**config.mk**
```make
export PLATFORM = sky130hd
export DESIGN_NAME = tssm_top
export DESIGN_NICKNAME = d
export VERILOG_FILES = /design/src/hdl/tssm_sync.v /design/src/hdl/tssm_apb.v /design/src/hdl/tssm_top.v
export VERILOG_INCLUDE_DIRS = /design/src /design/src/hdl
export SDC_FILE = /design/constraint.sdc
export NUM_CORES = 2
export LEC_CHECK = 0
export ABC_CLOCK_PERIOD_IN_PS = 6000
export BUFFER_PORTS_ARGS = -buffer_cell sky130_fd_sc_hd__buf_4
export CORE_ASPECT_RATIO = 0.7
export CORE_UTILIZATION = 40
export DETAILED_ROUTE_END_ITERATION = 10
export SYNTH_ARGS = -nofsm -noshare
export SYNTH_HDL_FRONTEND = slang
export SYNTH_SLANG_ARGS = --single-unit
```
**constraint.sdc**
```tcl
create_clock -name clk_in -period 6 [get_ports clk_in]
set_input_delay 1.2 -clock clk_in [delete_from_list [all_inputs] [get_ports clk_in]]
set_output_delay 1.2 -clock clk_in [all_outputs]
set_load 0.01 [all_outputs]
```
**src/hdl/tssm_regs.vh**
```
`ifndef TSSM_REGS_VH
`define TSSM_REGS_VH
// Register byte offsets
`define TSSM_OFF_CTRL      12'h000
`define TSSM_OFF_STATUS    12'h004
`define TSSM_OFF_RX_TBL    12'h400
`define TSSM_OFF_TX_TBL    12'h800
`define TSSM_TBL_MASK      12'hC00
// Entry field positions
`define TSSM_F_VALID       15
`define TSSM_F_WRAP        14
`define TSSM_F_MSK_HI      13
`define TSSM_F_MSK_HI_LO   12
`define TSSM_F_LAST        11
`define TSSM_F_PTR_HI      10
`define TSSM_F_PTR_LO      6
`define TSSM_F_MSK_LO      5
// Control bits
`define TSSM_C_RX_EN       0
`define TSSM_C_TX_EN       1
// Reset values
`define TSSM_CTRL_RST      2'h0
`define TSSM_ENTRY_RST     16'h0000
// Base address low zero bits
`define TSSM_BASE_ZERO     6
`define TSSM_SLOT_BITS     8
`endif

```
**src/hdl/tssm_sync.v**
```verilog
module tssm_sync (
  input  wire clk_in,
  input  wire rst_b_in,
  input  wire ce_in,
  input  wire d_in,
  output reg  q_out,
  output wire rise_out,
  output wire fall_out
);
  // Stage one feeds stage two only; change counted when stages two and three agree
  reg s1_r;
  reg s2_r;
  reg s3_r;
  always @(posedge clk_in or negedge rst_b_in) begin
    if (!rst_b_in) begin
      s1_r  <= 1'b0;
      s2_r  <= 1'b0;
      s3_r  <= 1'b0;
      q_out <= 1'b0;
    end else if (ce_in) begin
      s1_r <= d_in;
      s2_r <= s1_r;
      s3_r <= s2_r;
      if (s2_r == s3_r) begin
        q_out <= s3_r;
      end
    end
  end
  assign rise_out = ce_in & (s2_r == s3_r) & s3_r & ~q_out;
  assign fall_out = ce_in & (s2_r == s3_r) & ~s3_r & q_out;
endmodule // tssm_sync

```
**src/hdl/tssm_apb.v**
```verilog
`include "tssm_regs.vh"
module tssm_apb (
  input  wire        clk_in,
  input  wire        rst_b_in,
  input  wire        ce_in,
  input  wire        psel_in,
  input  wire        penable_in,
  input  wire        pwrite_in,
  input  wire [11:0] paddr_in,
  input  wire [31:0] pwdata_in,
  input  wire [31:0] rdata_in,
  input  wire        map_ok_in,
  output wire        pready_out,
  output wire        pslverr_out,
  output reg  [31:0] prdata_out,
  output wire        wr_out
);
  // No wait state: read data registered in setup, answer in first access cycle
  assign pready_out  = psel_in & penable_in;
  assign pslverr_out = psel_in & penable_in & ~map_ok_in;
  assign wr_out      = ce_in & psel_in & penable_in & pwrite_in & map_ok_in;
  always @(posedge clk_in or negedge rst_b_in) begin
    if (!rst_b_in) begin
      prdata_out <= 32'h00000000;
    end else if (ce_in && psel_in && !penable_in) begin
      prdata_out <= map_ok_in ? rdata_in : 32'h00000000;
    end
  end
endmodule // tssm_apb

```
**src/hdl/tssm_top.v**
```verilog
// Behaviour
// - One 8-bit slot splits into bit subchannels, one table entry each.
// - Entry bit 11 is the last-subchannel flag, not pointer.
// - Channel pointer is 5 bits, 32 rx and 32 tx channels.
// - Parameter base is pointer followed by six zero bits, 11 bits.
// - Invalid rx entry discards slot data, nothing written.
// - Valid rx entry writes selected bits to pointed channel.
// - After wrap entry, restart at entry 0 on frame sync.
// - Last flag moves to next slot; clear reuses slot for next entry.
// - Rx processes only mask-1 bits; mask-0 advances no counter.
// - Invalid tx entry drives logic 1 for whole slot.
// - Valid tx entry sends pointed channel data in masked bits.
// - Tx mask-1 bits carry channel data; mask-0 bits driven high.
// - Any 32 channels map to any slots and subchannels.
//
// The APB interface to the registers and the register offsets were left to the implementer.
`include "tssm_regs.vh"
module tssm_top #(
  parameter ENTRIES = 64,
  parameter AW      = 6
) (
  input  wire        clk_in,
  input  wire        rst_b_in,
  input  wire        ce_in,
  input  wire        psel_in,
  input  wire        penable_in,
  input  wire        pwrite_in,
  input  wire [11:0] paddr_in,
  input  wire [31:0] pwdata_in,
  output wire        pready_out,
  output wire        pslverr_out,
  output wire [31:0] prdata_out,
  input  wire        link_clk_in,
  input  wire        fsync_in,
  input  wire        rxd_in,
  output reg         txd_out,
  output reg         rx_bit_valid_out,
  output reg         rx_bit_out,
  output reg  [4:0]  rx_chan_out,
  output reg  [10:0] rx_base_out,
  output reg         tx_bit_req_out,
  output reg  [4:0]  tx_chan_out,
  output reg  [10:0] tx_base_out,
  input  wire        tx_bit_in
);
  reg  [15:0]   rx_tbl [0:ENTRIES-1];
  reg  [15:0]   tx_tbl [0:ENTRIES-1];
  reg  [1:0]    ctrl_r;
  reg  [AW-1:0] rx_idx_r;
  reg  [AW-1:0] tx_idx_r;
  reg  [AW-1:0] rx_first_r;
  reg  [AW-1:0] tx_first_r;
  reg  [2:0]    rx_pos_r;
  reg  [2:0]    tx_pos_r;
  reg  [7:0]    rx_slot_r;
  reg  [15:0]   tx_slot_r;
  reg           tx_load_r;
  reg           rx_run_r;
  reg           tx_run_r;
  wire          lclk;
  wire          lrise;
  wire          lfall;
  wire          fs;
  wire          rxd;
  wire          wr;
  reg  [31:0]   rdata;
  reg           map_ok;
  wire [AW-1:0] tidx;
  wire [15:0]   rx_e;
  wire [15:0]   tx_e;
  integer       i;

  // Mask bit for slot position p (position 0 first on the line)
  function msk_bit;
    input [15:0] e;
    input [2:0]  p;
    reg   [7:0]  m;
    begin
      m = {e[`TSSM_F_MSK_HI:`TSSM_F_MSK_HI_LO], e[`TSSM_F_MSK_LO:0]};
      msk_bit = m[3'h7 - p];
    end
  endfunction

  // Parameter base from pointer with low bits zero
  function [10:0] base_of;
    input [15:0] e;
    begin
      base_of = {e[`TSSM_F_PTR_HI:`TSSM_F_PTR_LO], 6'h00};
    end
  endfunction

  tssm_sync u_clk (.clk_in(clk_in), .rst_b_in(rst_b_in), .ce_in(ce_in),
    .d_in(link_clk_in), .q_out(lclk), .rise_out(lrise), .fall_out(lfall));
  tssm_sync u_fs (.clk_in(clk_in), .rst_b_in(rst_b_in), .ce_in(ce_in),
    .d_in(fsync_in), .q_out(fs), .rise_out(), .fall_out());
  tssm_sync u_rxd (.clk_in(clk_in), .rst_b_in(rst_b_in), .ce_in(ce_in),
    .d_in(rxd_in), .q_out(rxd), .rise_out(), .fall_out());

  assign tidx = paddr_in[AW+1:2];
  assign rx_e = rx_tbl[rx_idx_r];
  assign tx_e = tx_tbl[tx_idx_r];

  always @* begin
    rdata  = 32'h00000000;
    map_ok = 1'b1;
    if (paddr_in == `TSSM_OFF_CTRL) begin
      rdata = {30'h00000000, ctrl_r};
    end else if (paddr_in == `TSSM_OFF_STATUS) begin
      rdata = {16'h0000, 2'h0, tx_idx_r, 2'h0, rx_idx_r};
    end else if (((paddr_in & `TSSM_TBL_MASK) == `TSSM_OFF_RX_TBL) &&
                 (paddr_in[9:AW+2] == 0) && (paddr_in[1:0] == 2'h0)) begin
      rdata = {16'h0000, rx_tbl[tidx]};
    end else if (((paddr_in & `TSSM_TBL_MASK) == `TSSM_OFF_TX_TBL) &&
                 (paddr_in[9:AW+2] == 0) && (paddr_in[1:0] == 2'h0)) begin
      rdata = {16'h0000, tx_tbl[tidx]};
    end else begin
      map_ok = 1'b0;
    end
  end

  tssm_apb u_apb (.clk_in(clk_in), .rst_b_in(rst_b_in), .ce_in(ce_in),
    .psel_in(psel_in), .penable_in(penable_in), .pwrite_in(pwrite_in),
    .paddr_in(paddr_in), .pwdata_in(pwdata_in), .rdata_in(rdata),
    .map_ok_in(map_ok), .pready_out(pready_out), .pslverr_out(pslverr_out),
    .prdata_out(prdata_out), .wr_out(wr));

  // Tables are plain storage, no reset, so software must fill them before enabling
  always @(posedge clk_in) begin
    if (wr && (paddr_in & `TSSM_TBL_MASK) == `TSSM_OFF_RX_TBL) begin
      rx_tbl[tidx] <= pwdata_in[15:0];
    end
    if (wr && (paddr_in & `TSSM_TBL_MASK) == `TSSM_OFF_TX_TBL) begin
      tx_tbl[tidx] <= pwdata_in[15:0];
    end
  end

  always @(posedge clk_in or negedge rst_b_in) begin
    if (!rst_b_in) begin
      ctrl_r <= `TSSM_CTRL_RST;
    end else if (wr && paddr_in == `TSSM_OFF_CTRL) begin
      ctrl_r <= pwdata_in[1:0];
    end
  end

  // Receive: sample on link rising edge; a slot's 8 bits are buffered then
  // replayed against each subchannel entry of that slot
  reg [2:0] rx_cnt_r;
  reg [7:0] rx_hold_r;
  reg       rx_full_r;
  reg [3:0] rx_scan_r;
  always @(posedge clk_in or negedge rst_b_in) begin
    if (!rst_b_in) begin
      rx_idx_r         <= {AW{1'b0}};
      rx_first_r       <= {AW{1'b0}};
      rx_cnt_r         <= 3'h0;
      rx_slot_r        <= 8'h00;
      rx_hold_r        <= 8'h00;
      rx_full_r        <= 1'b0;
      rx_scan_r        <= 4'h0;
      rx_pos_r         <= 3'h0;
      rx_run_r         <= 1'b0;
      rx_bit_valid_out <= 1'b0;
      rx_bit_out       <= 1'b0;
      rx_chan_out      <= 5'h00;
      rx_base_out      <= 11'h000;
    end else if (ce_in) begin
      rx_bit_valid_out <= 1'b0;
      if (!ctrl_r[`TSSM_C_RX_EN]) begin
        rx_run_r  <= 1'b0;
        rx_full_r <= 1'b0;
        rx_idx_r  <= {AW{1'b0}};
      end else begin
        // Replay reads a held copy, so the next slot keeps arriving meanwhile
        if (rx_full_r) begin
          if (rx_scan_r[3] == 1'b0) begin
            rx_pos_r  <= rx_scan_r[2:0];
            rx_scan_r <= rx_scan_r + 4'h1;
            if (rx_e[`TSSM_F_VALID] && msk_bit(rx_e, rx_scan_r[2:0])) begin
              rx_bit_valid_out <= 1'b1;
              rx_bit_out       <= rx_hold_r[3'h7 - rx_scan_r[2:0]];
              rx_chan_out      <= rx_e[`TSSM_F_PTR_HI:`TSSM_F_PTR_LO];
              rx_base_out      <= base_of(rx_e);
            end
          end else begin
            rx_scan_r <= 4'h0;
            if (rx_e[`TSSM_F_WRAP]) begin
              rx_full_r <= 1'b0;
              rx_run_r  <= 1'b0;
            end else if (rx_e[`TSSM_F_LAST]) begin
              rx_full_r  <= 1'b0;
              rx_idx_r   <= rx_idx_r + 1'b1;
              rx_first_r <= rx_idx_r + 1'b1;
            end else begin
              rx_idx_r <= rx_idx_r + 1'b1;
            end
          end
        end
        // Collection comes last so a frame start or a full slot wins
        if (lrise && fs) begin
          rx_run_r   <= 1'b1;
          rx_idx_r   <= {AW{1'b0}};
          rx_first_r <= {AW{1'b0}};
          rx_slot_r  <= {rxd, 7'h00};
          rx_cnt_r   <= 3'h1;
        end else if (lrise && rx_run_r) begin
          rx_slot_r[3'h7 - rx_cnt_r] <= rxd;
          rx_cnt_r <= rx_cnt_r + 3'h1;
          if (rx_cnt_r == 3'h7) begin
            rx_hold_r <= {rx_slot_r[7:1], rxd};
            rx_full_r <= 1'b1;
            rx_scan_r <= 4'h0;
          end
        end
      end
    end
  end

  // Transmit: change on link falling edge; each bit combines all subchannel
  // entries of the slot, ones wherever no valid entry selects the bit
  reg [AW-1:0] tx_scan_idx_r;
  reg          tx_bld_r;
  reg [2:0]    tx_bp_r;
  always @(posedge clk_in or negedge rst_b_in) begin
    if (!rst_b_in) begin
      tx_idx_r       <= {AW{1'b0}};
      tx_first_r     <= {AW{1'b0}};
      tx_pos_r       <= 3'h0;
      tx_run_r       <= 1'b0;
      tx_slot_r      <= 16'h0000;
      tx_load_r      <= 1'b0;
      tx_scan_idx_r  <= {AW{1'b0}};
      tx_bld_r       <= 1'b0;
      tx_bp_r        <= 3'h0;
      txd_out        <= 1'b1;
      tx_bit_req_out <= 1'b0;
      tx_chan_out    <= 5'h00;
      tx_base_out    <= 11'h000;
    end else if (ce_in) begin
      tx_bit_req_out <= 1'b0;
      if (!ctrl_r[`TSSM_C_TX_EN]) begin
        tx_run_r <= 1'b0;
        txd_out  <= 1'b1;
        tx_idx_r <= {AW{1'b0}};
      end else if (lfall) begin
        if (fs || (tx_run_r && tx_pos_r == 3'h7)) begin
          // Coming slot restarts at position 0; its bits are fetched into tx_slot_r on later rises
          tx_pos_r <= 3'h0;
        end else begin
          tx_pos_r <= tx_pos_r + 3'h1;
        end
        if (fs) begin
          tx_run_r <= 1'b1;
        end
        txd_out <= tx_run_r ? tx_slot_r[3'h7 - tx_pos_r] : 1'b1;
      end else if (tx_run_r && lrise) begin
        // Fetch the bit for the current position from its owning entry
        tx_bld_r      <= 1'b1;
        tx_scan_idx_r <= tx_first_r;
        tx_bp_r       <= tx_pos_r;
        tx_slot_r[3'h7 - tx_pos_r] <= 1'b1;
      end else if (tx_bld_r) begin
        if (tx_tbl[tx_scan_idx_r][`TSSM_F_VALID] &&
            msk_bit(tx_tbl[tx_scan_idx_r], tx_bp_r)) begin
          tx_bit_req_out <= 1'b1;
          tx_chan_out    <= tx_tbl[tx_scan_idx_r][`TSSM_F_PTR_HI:`TSSM_F_PTR_LO];
          tx_base_out    <= base_of(tx_tbl[tx_scan_idx_r]);
          tx_load_r      <= 1'b1;
          tx_bld_r       <= 1'b0;
        end else if (tx_tbl[tx_scan_idx_r][`TSSM_F_LAST] ||
                     tx_tbl[tx_scan_idx_r][`TSSM_F_WRAP]) begin
          tx_bld_r <= 1'b0;
        end else begin
          tx_scan_idx_r <= tx_scan_idx_r + 1'b1;
        end
        tx_idx_r <= tx_scan_idx_r;
      end else if (tx_load_r) begin
        // Channel answers in the cycle the request is high; tx_bit_in is sampled at its end
        tx_slot_r[3'h7 - tx_bp_r] <= tx_bit_in;
        tx_load_r <= 1'b0;
      end
      if (lfall && tx_run_r && tx_pos_r == 3'h7) begin
        // Skip past this slot's entries
        if (tx_e[`TSSM_F_WRAP] || fs) begin
          tx_first_r <= {AW{1'b0}};
          if (!fs) begin
            tx_run_r <= 1'b0;
          end
        end else begin
          tx_first_r <= tx_idx_r + 1'b1;
        end
      end else if (lfall && fs) begin
        tx_first_r <= {AW{1'b0}};
      end
    end
  end
endmodule // tssm_top

```
=== Yosys cells after proc, flatten, opt, wreduce, memory -nomap -nowiden ===
Memory sizes are Yosys's and may differ from the RTL's.
Index checks and enable logic that the tools add are counted.

* Register bits: 134
* Memory bits (writable): 2048
* Output and inout bits: 70
* Memories: 2

* $add $sub $neg: 10
* $lt $le $gt $ge: 8
* Equal/unequal tests: 20
* Multiplexer cells: 95
* Bitwise logic cells: 19
* Reductions and logical operators: 51

{| class="wikitable"
|+ Memory list
! memory !! words !! width !! rd ports !! clocked after memory_dff !! wr ports !! line !! source
|-
| rx_tbl || 64 || 16 || 2 || 0 || 1 || tssm_top.v:46 || <nowiki>reg [15:0] rx_tbl [0:ENTRIES-1];</nowiki>
|-
| tx_tbl || 64 || 16 || 3 || 0 || 1 || tssm_top.v:47 || <nowiki>reg [15:0] tx_tbl [0:ENTRIES-1];</nowiki>
|}

{| class="wikitable"
|+ Operators with widths
! cell !! count
|-
| $mux W32 || 3
|-
| $mux W6 || 16
|-
| $mux W16 || 5
|-
| $mux W1 || 52
|-
| $logic_and A1 B1 Y1 || 21
|-
| $mux W4 || 5
|-
| $reduce_and A5 Y1 || 4
|-
| $add A6 B1 Y6 const B || 3
|-
| $bwmux W16 || 1
|-
| $mux W8 || 2
|-
| $or A16 B8 Y16 || 1
|-
| $reduce_and A4 Y1 || 4
|-
| $bmux W1 S3 || 4
|-
| $eq A12 B3 Y1 const B || 1
|-
| $logic_not A12 Y1 || 1
|-
| $lt A3 B4 Y1 const B || 3
|-
| $reduce_and A2 Y1 || 6
|-
| $reduce_and A6 Y1 || 2
|-
| $sub A3 B3 Y3 const A || 4
|-
| $and A1 B1 Y1 || 11
|-
| $lt A3 B5 Y1 const B || 2
|-
| $demux W1 S3 || 3
|-
| $ge A3 B1 Y1 const B || 3
|-
| $mux W3 || 3
|-
| other kinds (17) || 43
|}

=== Depth between registers and ports, before layout ===
* Depth after elaboration: 11
* Mapped depth: 15

=== Hierarchy ===
Synthesis repeated with hierarchy kept, for this count alone.

* Cells, all modules: 5036
* Area, all modules: 101431.0 um^2

{| class="wikitable"
|+ By module, submodules not included
! module !! times used !! cells an instance !! area an instance (um^2)
|-
| tssm_top || 1 || 4852 || 99426.6
|-
| tssm_apb || 1 || 142 || 1478.9
|-
| tssm_sync || 3 || 14 || 175.2
|}

=== Worst setup path before layout ===
OpenSTA, ideal clock, no wires.

* Path type: input to output
* Start: in paddr_in[2]
* End: out pslverr_out
* Arrival time: 3.723 ns
* Setup slack: 1.077 ns
* Stages on the path: 11
* Buffers on the path: 7
* Cells stage by stage: buf_2 > buf_2 > buf_4 > buf_4 > buf_2 > buf_2 > and2_1 > nand2_1 > nor4_1 > buf_2 > nor3_1

* Word-level cells in the longest chain between the ends: 5
* Elaborated cells between the ends (all ways): 6
* Classes of those cells: eq/ne: 1; mux: 2; bitwise: 2; reduce/logical: 1

{| class="wikitable"
|+ RTL lines
! item !! line !! source
|-
| from (decl) || tssm_top.v:28 || <nowiki>input wire [11:0] paddr_in,</nowiki>
|-
| $eq A12 B3 Y1 (no line) || n/a ||
|-
| $mux W1 || tssm_top.v:108 || <nowiki>end else if (paddr_in == `TSSM_OFF_STATUS) begin</nowiki>
|-
| $mux W1 * || tssm_top.v:106 || <nowiki>if (paddr_in == `TSSM_OFF_CTRL) begin</nowiki>
|-
| $not A1 Y1 * || tssm_apb.v:20 || <nowiki>assign pslverr_out = psel_in & penable_in & ~map_ok_in;</nowiki>
|-
| $and A1 B1 Y1 * || tssm_apb.v:20 ||
|-
| to (decl) || tssm_top.v:31 || <nowiki>output wire pslverr_out,</nowiki>
|}

Mark *: on every way between the ends. The rest lies on a longest branch, timed or not.

=== Final worst setup path ===
* Start: reg tx_scan_idx_r[0]
* End: reg tx_scan_idx_r[1]

* Word-level cells in the longest chain between the ends: 6
* Elaborated cells between the ends (all ways): 13
* Classes of those cells: add/sub: 1; eq/ne: 2; mux: 6; reduce/logical: 3; memory: 1

{| class="wikitable"
|+ RTL lines
! item !! line !! source
|-
| from (decl) || tssm_top.v:220 || <nowiki>reg [AW-1:0] tx_scan_idx_r;</nowiki>
|-
| from (signal assigned) || tssm_top.v:231 || <nowiki>tx_scan_idx_r <= {AW{1'b0}};</nowiki>
|-
| from (signal assigned) || tssm_top.v:258 || <nowiki>tx_scan_idx_r <= tx_first_r;</nowiki>
|-
| from (signal assigned) || tssm_top.v:273 || <nowiki>tx_scan_idx_r <= tx_scan_idx_r + 1'b1;</nowiki>
|-
| $mem_v2 Z64 W16 || n/a ||
|-
| $bmux W1 S3 || tssm_top.v:80 || <nowiki>msk_bit = m[3'h7 - p];</nowiki>
|-
| $mux W1 (not written as such) || tssm_top.v:80 ||
|-
| $logic_and A1 B1 Y1 || tssm_top.v:262 || <nowiki>if (tx_tbl[tx_scan_idx_r][`TSSM_F_VALID] &&</nowiki>
|-
| $ne A2 B2 Y1 (no line) || n/a ||
|-
| $reduce_and A6 Y1 (no line) || n/a ||
|}

Parallel ways exist; a longest one is shown, timed or not. The select of a mux whose other input is x is not followed.
A chain may end at the register's enable or synchronous reset.

==> results.sh <==
export IMPL_synth_edf_count=2048
export IMPL_fmax_mhz=194
export IMPL_seq_area_frac_synth=0.639
export IMPL_reg2reg_from="tx_scan_idx_r[0]"
export IMPL_synth_cell_area_um2=100000
export IMPL_crit_chain="buf_4 > mux4_2 > a22o_1 > a2111oi_0 > a2111o_1 > nand4_1 > or4b_1 > buf_4 > o211ai_2 > mux2_1"
export IMPL_rsz0062_at_grt="false"
export IMPL_cpPeakStageDelay_ns=1.16
export IMPL_ys_top_cells_by_area="edfxtp_1 (61%), mux4_2 (25%), dfrtp_1 (2.7%)"
export IMPL_synth_ff_type="edfxtp_1"
export IMPL_seqCellArea_um2=64300
export IMPL_num_nets_final=5327
export IMPL_wl_per_cell_um=38.0
export IMPL_start_kind="register"
export IMPL_finalCriticalPeriod_ns=5.16
export IMPL_cts_made_buffers=216
export IMPL_yosys_area_top_type="edfxtp_1"
export IMPL_reg2reg_slack_ns=0.84
export IMPL_cts_setup_buffers=0
export IMPL_crit_end="tx_scan_idx_r[1]"
export IMPL_cts_sinks=2157
export IMPL_status="finished, final reports clean"
export IMPL_crit_family="compound AO/OA/AOI/OAI gates"
export IMPL_gr_total_overflow=0
export IMPL_ys_types=80
export IMPL_place_inst=8379
export IMPL_finalSetupViolCount=0
export IMPL_ys_ff_latch=2157
export IMPL_critPathSlowestCell="dfrtp_4"
export IMPL_synth_xor_area_frac=0.000349
export IMPL_yosys_area_share_simple=0.0265
export IMPL_fin_cells=8785
export IMPL_r2r_cells=10
export IMPL_setup_tns_ns=0
export IMPL_avgSynthCellArea_um2=20.0
export IMPL_crit_required_ns=6.78
export IMPL_initial_core_util=0.403
export IMPL_postRouteWirelength_um=334000
export IMPL_dp_hpwl_um=216000
export IMPL_crit_cells=10
export IMPL_worstSetupPathType="register to register"
export IMPL_synth_async_reset_ratio=0.0505
export IMPL_worstPathArrival_ns=5.94
export IMPL_power_per_cell_area_nw_per_um2=283
export IMPL_synthToLayoutAreaGrowth_pct=13.4
export IMPL_synth_compound_gate_area_share=0.0313
export IMPL_cts_resized=0
export IMPL_maxSlewViolCount=0
export IMPL_hold_violations=0
export IMPL_cts_root_buf="clkbuf_16"
export IMPL_postLayoutCoreUtil=0.457
export IMPL_synth_cells=5029
export IMPL_drv_cap=0
export IMPL_grt_pass1_vias=56200
export IMPL_dieArea_um2=253000
export IMPL_worst_pin_slew_ns=1.22
export IMPL_endpoint_kind="register"
export IMPL_io_buffers=79
export IMPL_gp_congestion=0.992
export IMPL_crit_buf_inv=2
export IMPL_synthAdderAreaFrac=0.000997
export IMPL_clock_path_buffers=4
export IMPL_clk_insertion_delay_late_ns=0.91
export IMPL_ir_drop_v=0.000210
export IMPL_vias_per_cell=6.66
export IMPL_initialDrtViolationCount=9519
export IMPL_cts_htree_levels=4
export IMPL_cts_tree="yes"
export IMPL_critPathLaunch="tx_scan_idx_r[0]"
export IMPL_dr_pass1_iters=7
export IMPL_core_area_um2=249000
export IMPL_yosysWarnings=0
export IMPL_cp_max_fo=42
export IMPL_cts_hold_buf=0
export IMPL_period_share=0.860
export IMPL_grt_use_total=0.260
export IMPL_ant_nets=0
export IMPL_synth_top_family_by_area="multiplexers"
export IMPL_yosysTopAreaCellShare=0.612
export IMPL_clk_pin_slew_worst_paths_ns=0.06
export IMPL_cpMostUsedCell="buf_4"
export IMPL_relSlewSlack=0.185
export IMPL_rr_endpoint="tx_scan_idx_r[1]"
export IMPL_synth_area_mux_share=0.280
export IMPL_multi_input_area_um2=34600
export IMPL_placementRows=153
export IMPL_die_w_um=601
export IMPL_drive_above_1_share=0.387
export IMPL_vias=58500
export IMPL_dieHeight_um=421
export IMPL_antenna_found_initial=29
export IMPL_fillerInstances=20700
export IMPL_min_path_type="primary input to asynchronous set/reset pin"
export IMPL_leakagePower_nw=34.9
export IMPL_io_pins=124
export IMPL_drt_drc_violations_left=0
export IMPL_grt_max_degree=97
export IMPL_clock_skew_ns=0.0704
export IMPL_grt_pass1_wl_um=459000
==> through the flow <==
stage                     setup slack, ns  area (um2)  power, mW  hold WS, ns
after floorplan                      1.08      101000       17.7        0.445
after global placement              0.910      107000       18.6        0.468
after detailed placement            0.867      107000       18.7        0.471
after CTS                           0.842      114000       32.4        0.413
after global routing                0.722      114000       33.0        0.464
final                               0.839      114000       32.3        0.415
==> sequential cells by signal, summed over array words and instances (netlist names), 3 cells and up <==
signal            cells
u_apb.prdata_out     16
tx_scan_idx_r         6
rx_hold_r             8
rx_idx_r              6
tx_tbl             1024
rx_base_out           5
tx_chan_out           5
tx_first_r            6
rx_cnt_r              3
tx_idx_r              6
tx_bp_r               3
rx_scan_r             4
tx_slot_r             8
rx_slot_r             7
tx_pos_r              3
rx_tbl             1024
==> worst min path at each step <==
stage | end | cells after the start | slack (ns) | startpoint
final | rx_hold_r[7] | 1 | 0.41 | rst_b_in
after global routing | rx_hold_r[7] | 1 | 0.46 | rst_b_in
after CTS | rx_hold_r[7] | 1 | 0.41 | rst_b_in
after detailed placement | tx_first_r[4] | 2 | 0.47 | tx_first_r[4]
after global placement | tx_first_r[4] | 2 | 0.47 | tx_first_r[4]
after floorplan | tx_first_r[3] | 2 | 0.44 | tx_first_r[3]
==> where the power goes <==
group	internal (mW)	total, mW	switching (mW)
clock	7.95	13.9	5.94
sequential	16.5	16.5	0.0429
combinational	0.636	1.84	1.20
total	25.1	32.3	7.18
==> cell type report <==
cell class / count / share of cell area
Sequential cell: 2157 / 0.564
Multi-Input combinational cell: 2447 / 0.303
Clock inverter: 129 / 0.0115
Tap cell: 3332 / 0.0366
Inverter: 18 / 0.000659
Clock buffer: 265 / 0.0505
Antenna cell: 12 / 0.000264
Timing Repair Buffer: 425 / 0.0330
==> cells in the final DEF (no fill, tap or decap), types with 28 or more instances in the layout <==
master,synthesis,layout
o22ai_1,69,69
a22oi_1,38,38
nor2_2,0,126
clkinv_2,0,45
nor3_1,39,37
edfxtp_1,2048,2048
mux2i_1,174,174
conb_1,1,28
buf_4,48,377
nand2_1,131,131
nor2_1,203,76
clkbuf_1,221,38
a22o_1,28,28
mux2_2,76,76
a211oi_1,38,38
o21ai_0,78,78
clkbuf_16,0,221
nand3_1,42,40
a21oi_1,81,81
clkinv_1,0,44
buf_12,0,44
dfrtp_1,108,99
mux4_2,1134,1134
==> synthesized netlist by cell type (18+ instances only) <==
cell type / number
edfxtp_1: 2048
mux4_2: 1134
clkbuf_1: 221
nor2_1: 203
mux2i_1: 174
nand2_1: 131
dfrtp_1: 108
buf_2: 105
a21oi_1: 81
o21ai_0: 78
mux2_2: 76
o22ai_1: 69
buf_4: 48
buf_1: 43
nand3_1: 42
nor3_1: 39
a211oi_1: 38
a22oi_1: 38
a22o_1: 28
nor2b_1: 20
o221ai_1: 19
and2_1: 18
or3_1: 18
==> metal layers <==
layer | global-route usage | routed length [um]
met2 | 0.347 | 136000
met1 | 0.389 | 137000
met5 | 0.000563 | 290
met3 | 0.104 | 49900
met4 | 0.0753 | 10800
==> cell families after synthesis <==
| family | count (synthesis) |
|---|---|
| xor+xnor | 4 |
| mux | 1385 |
| fa+ha+maj | 8 |
| flops | 2157 |
| simple gates | 562 |
| buf+inv | 452 |
| compound gates | 460 |
| other cells | 1 |
No activity file was read; power rests on OpenSTA's default activity.
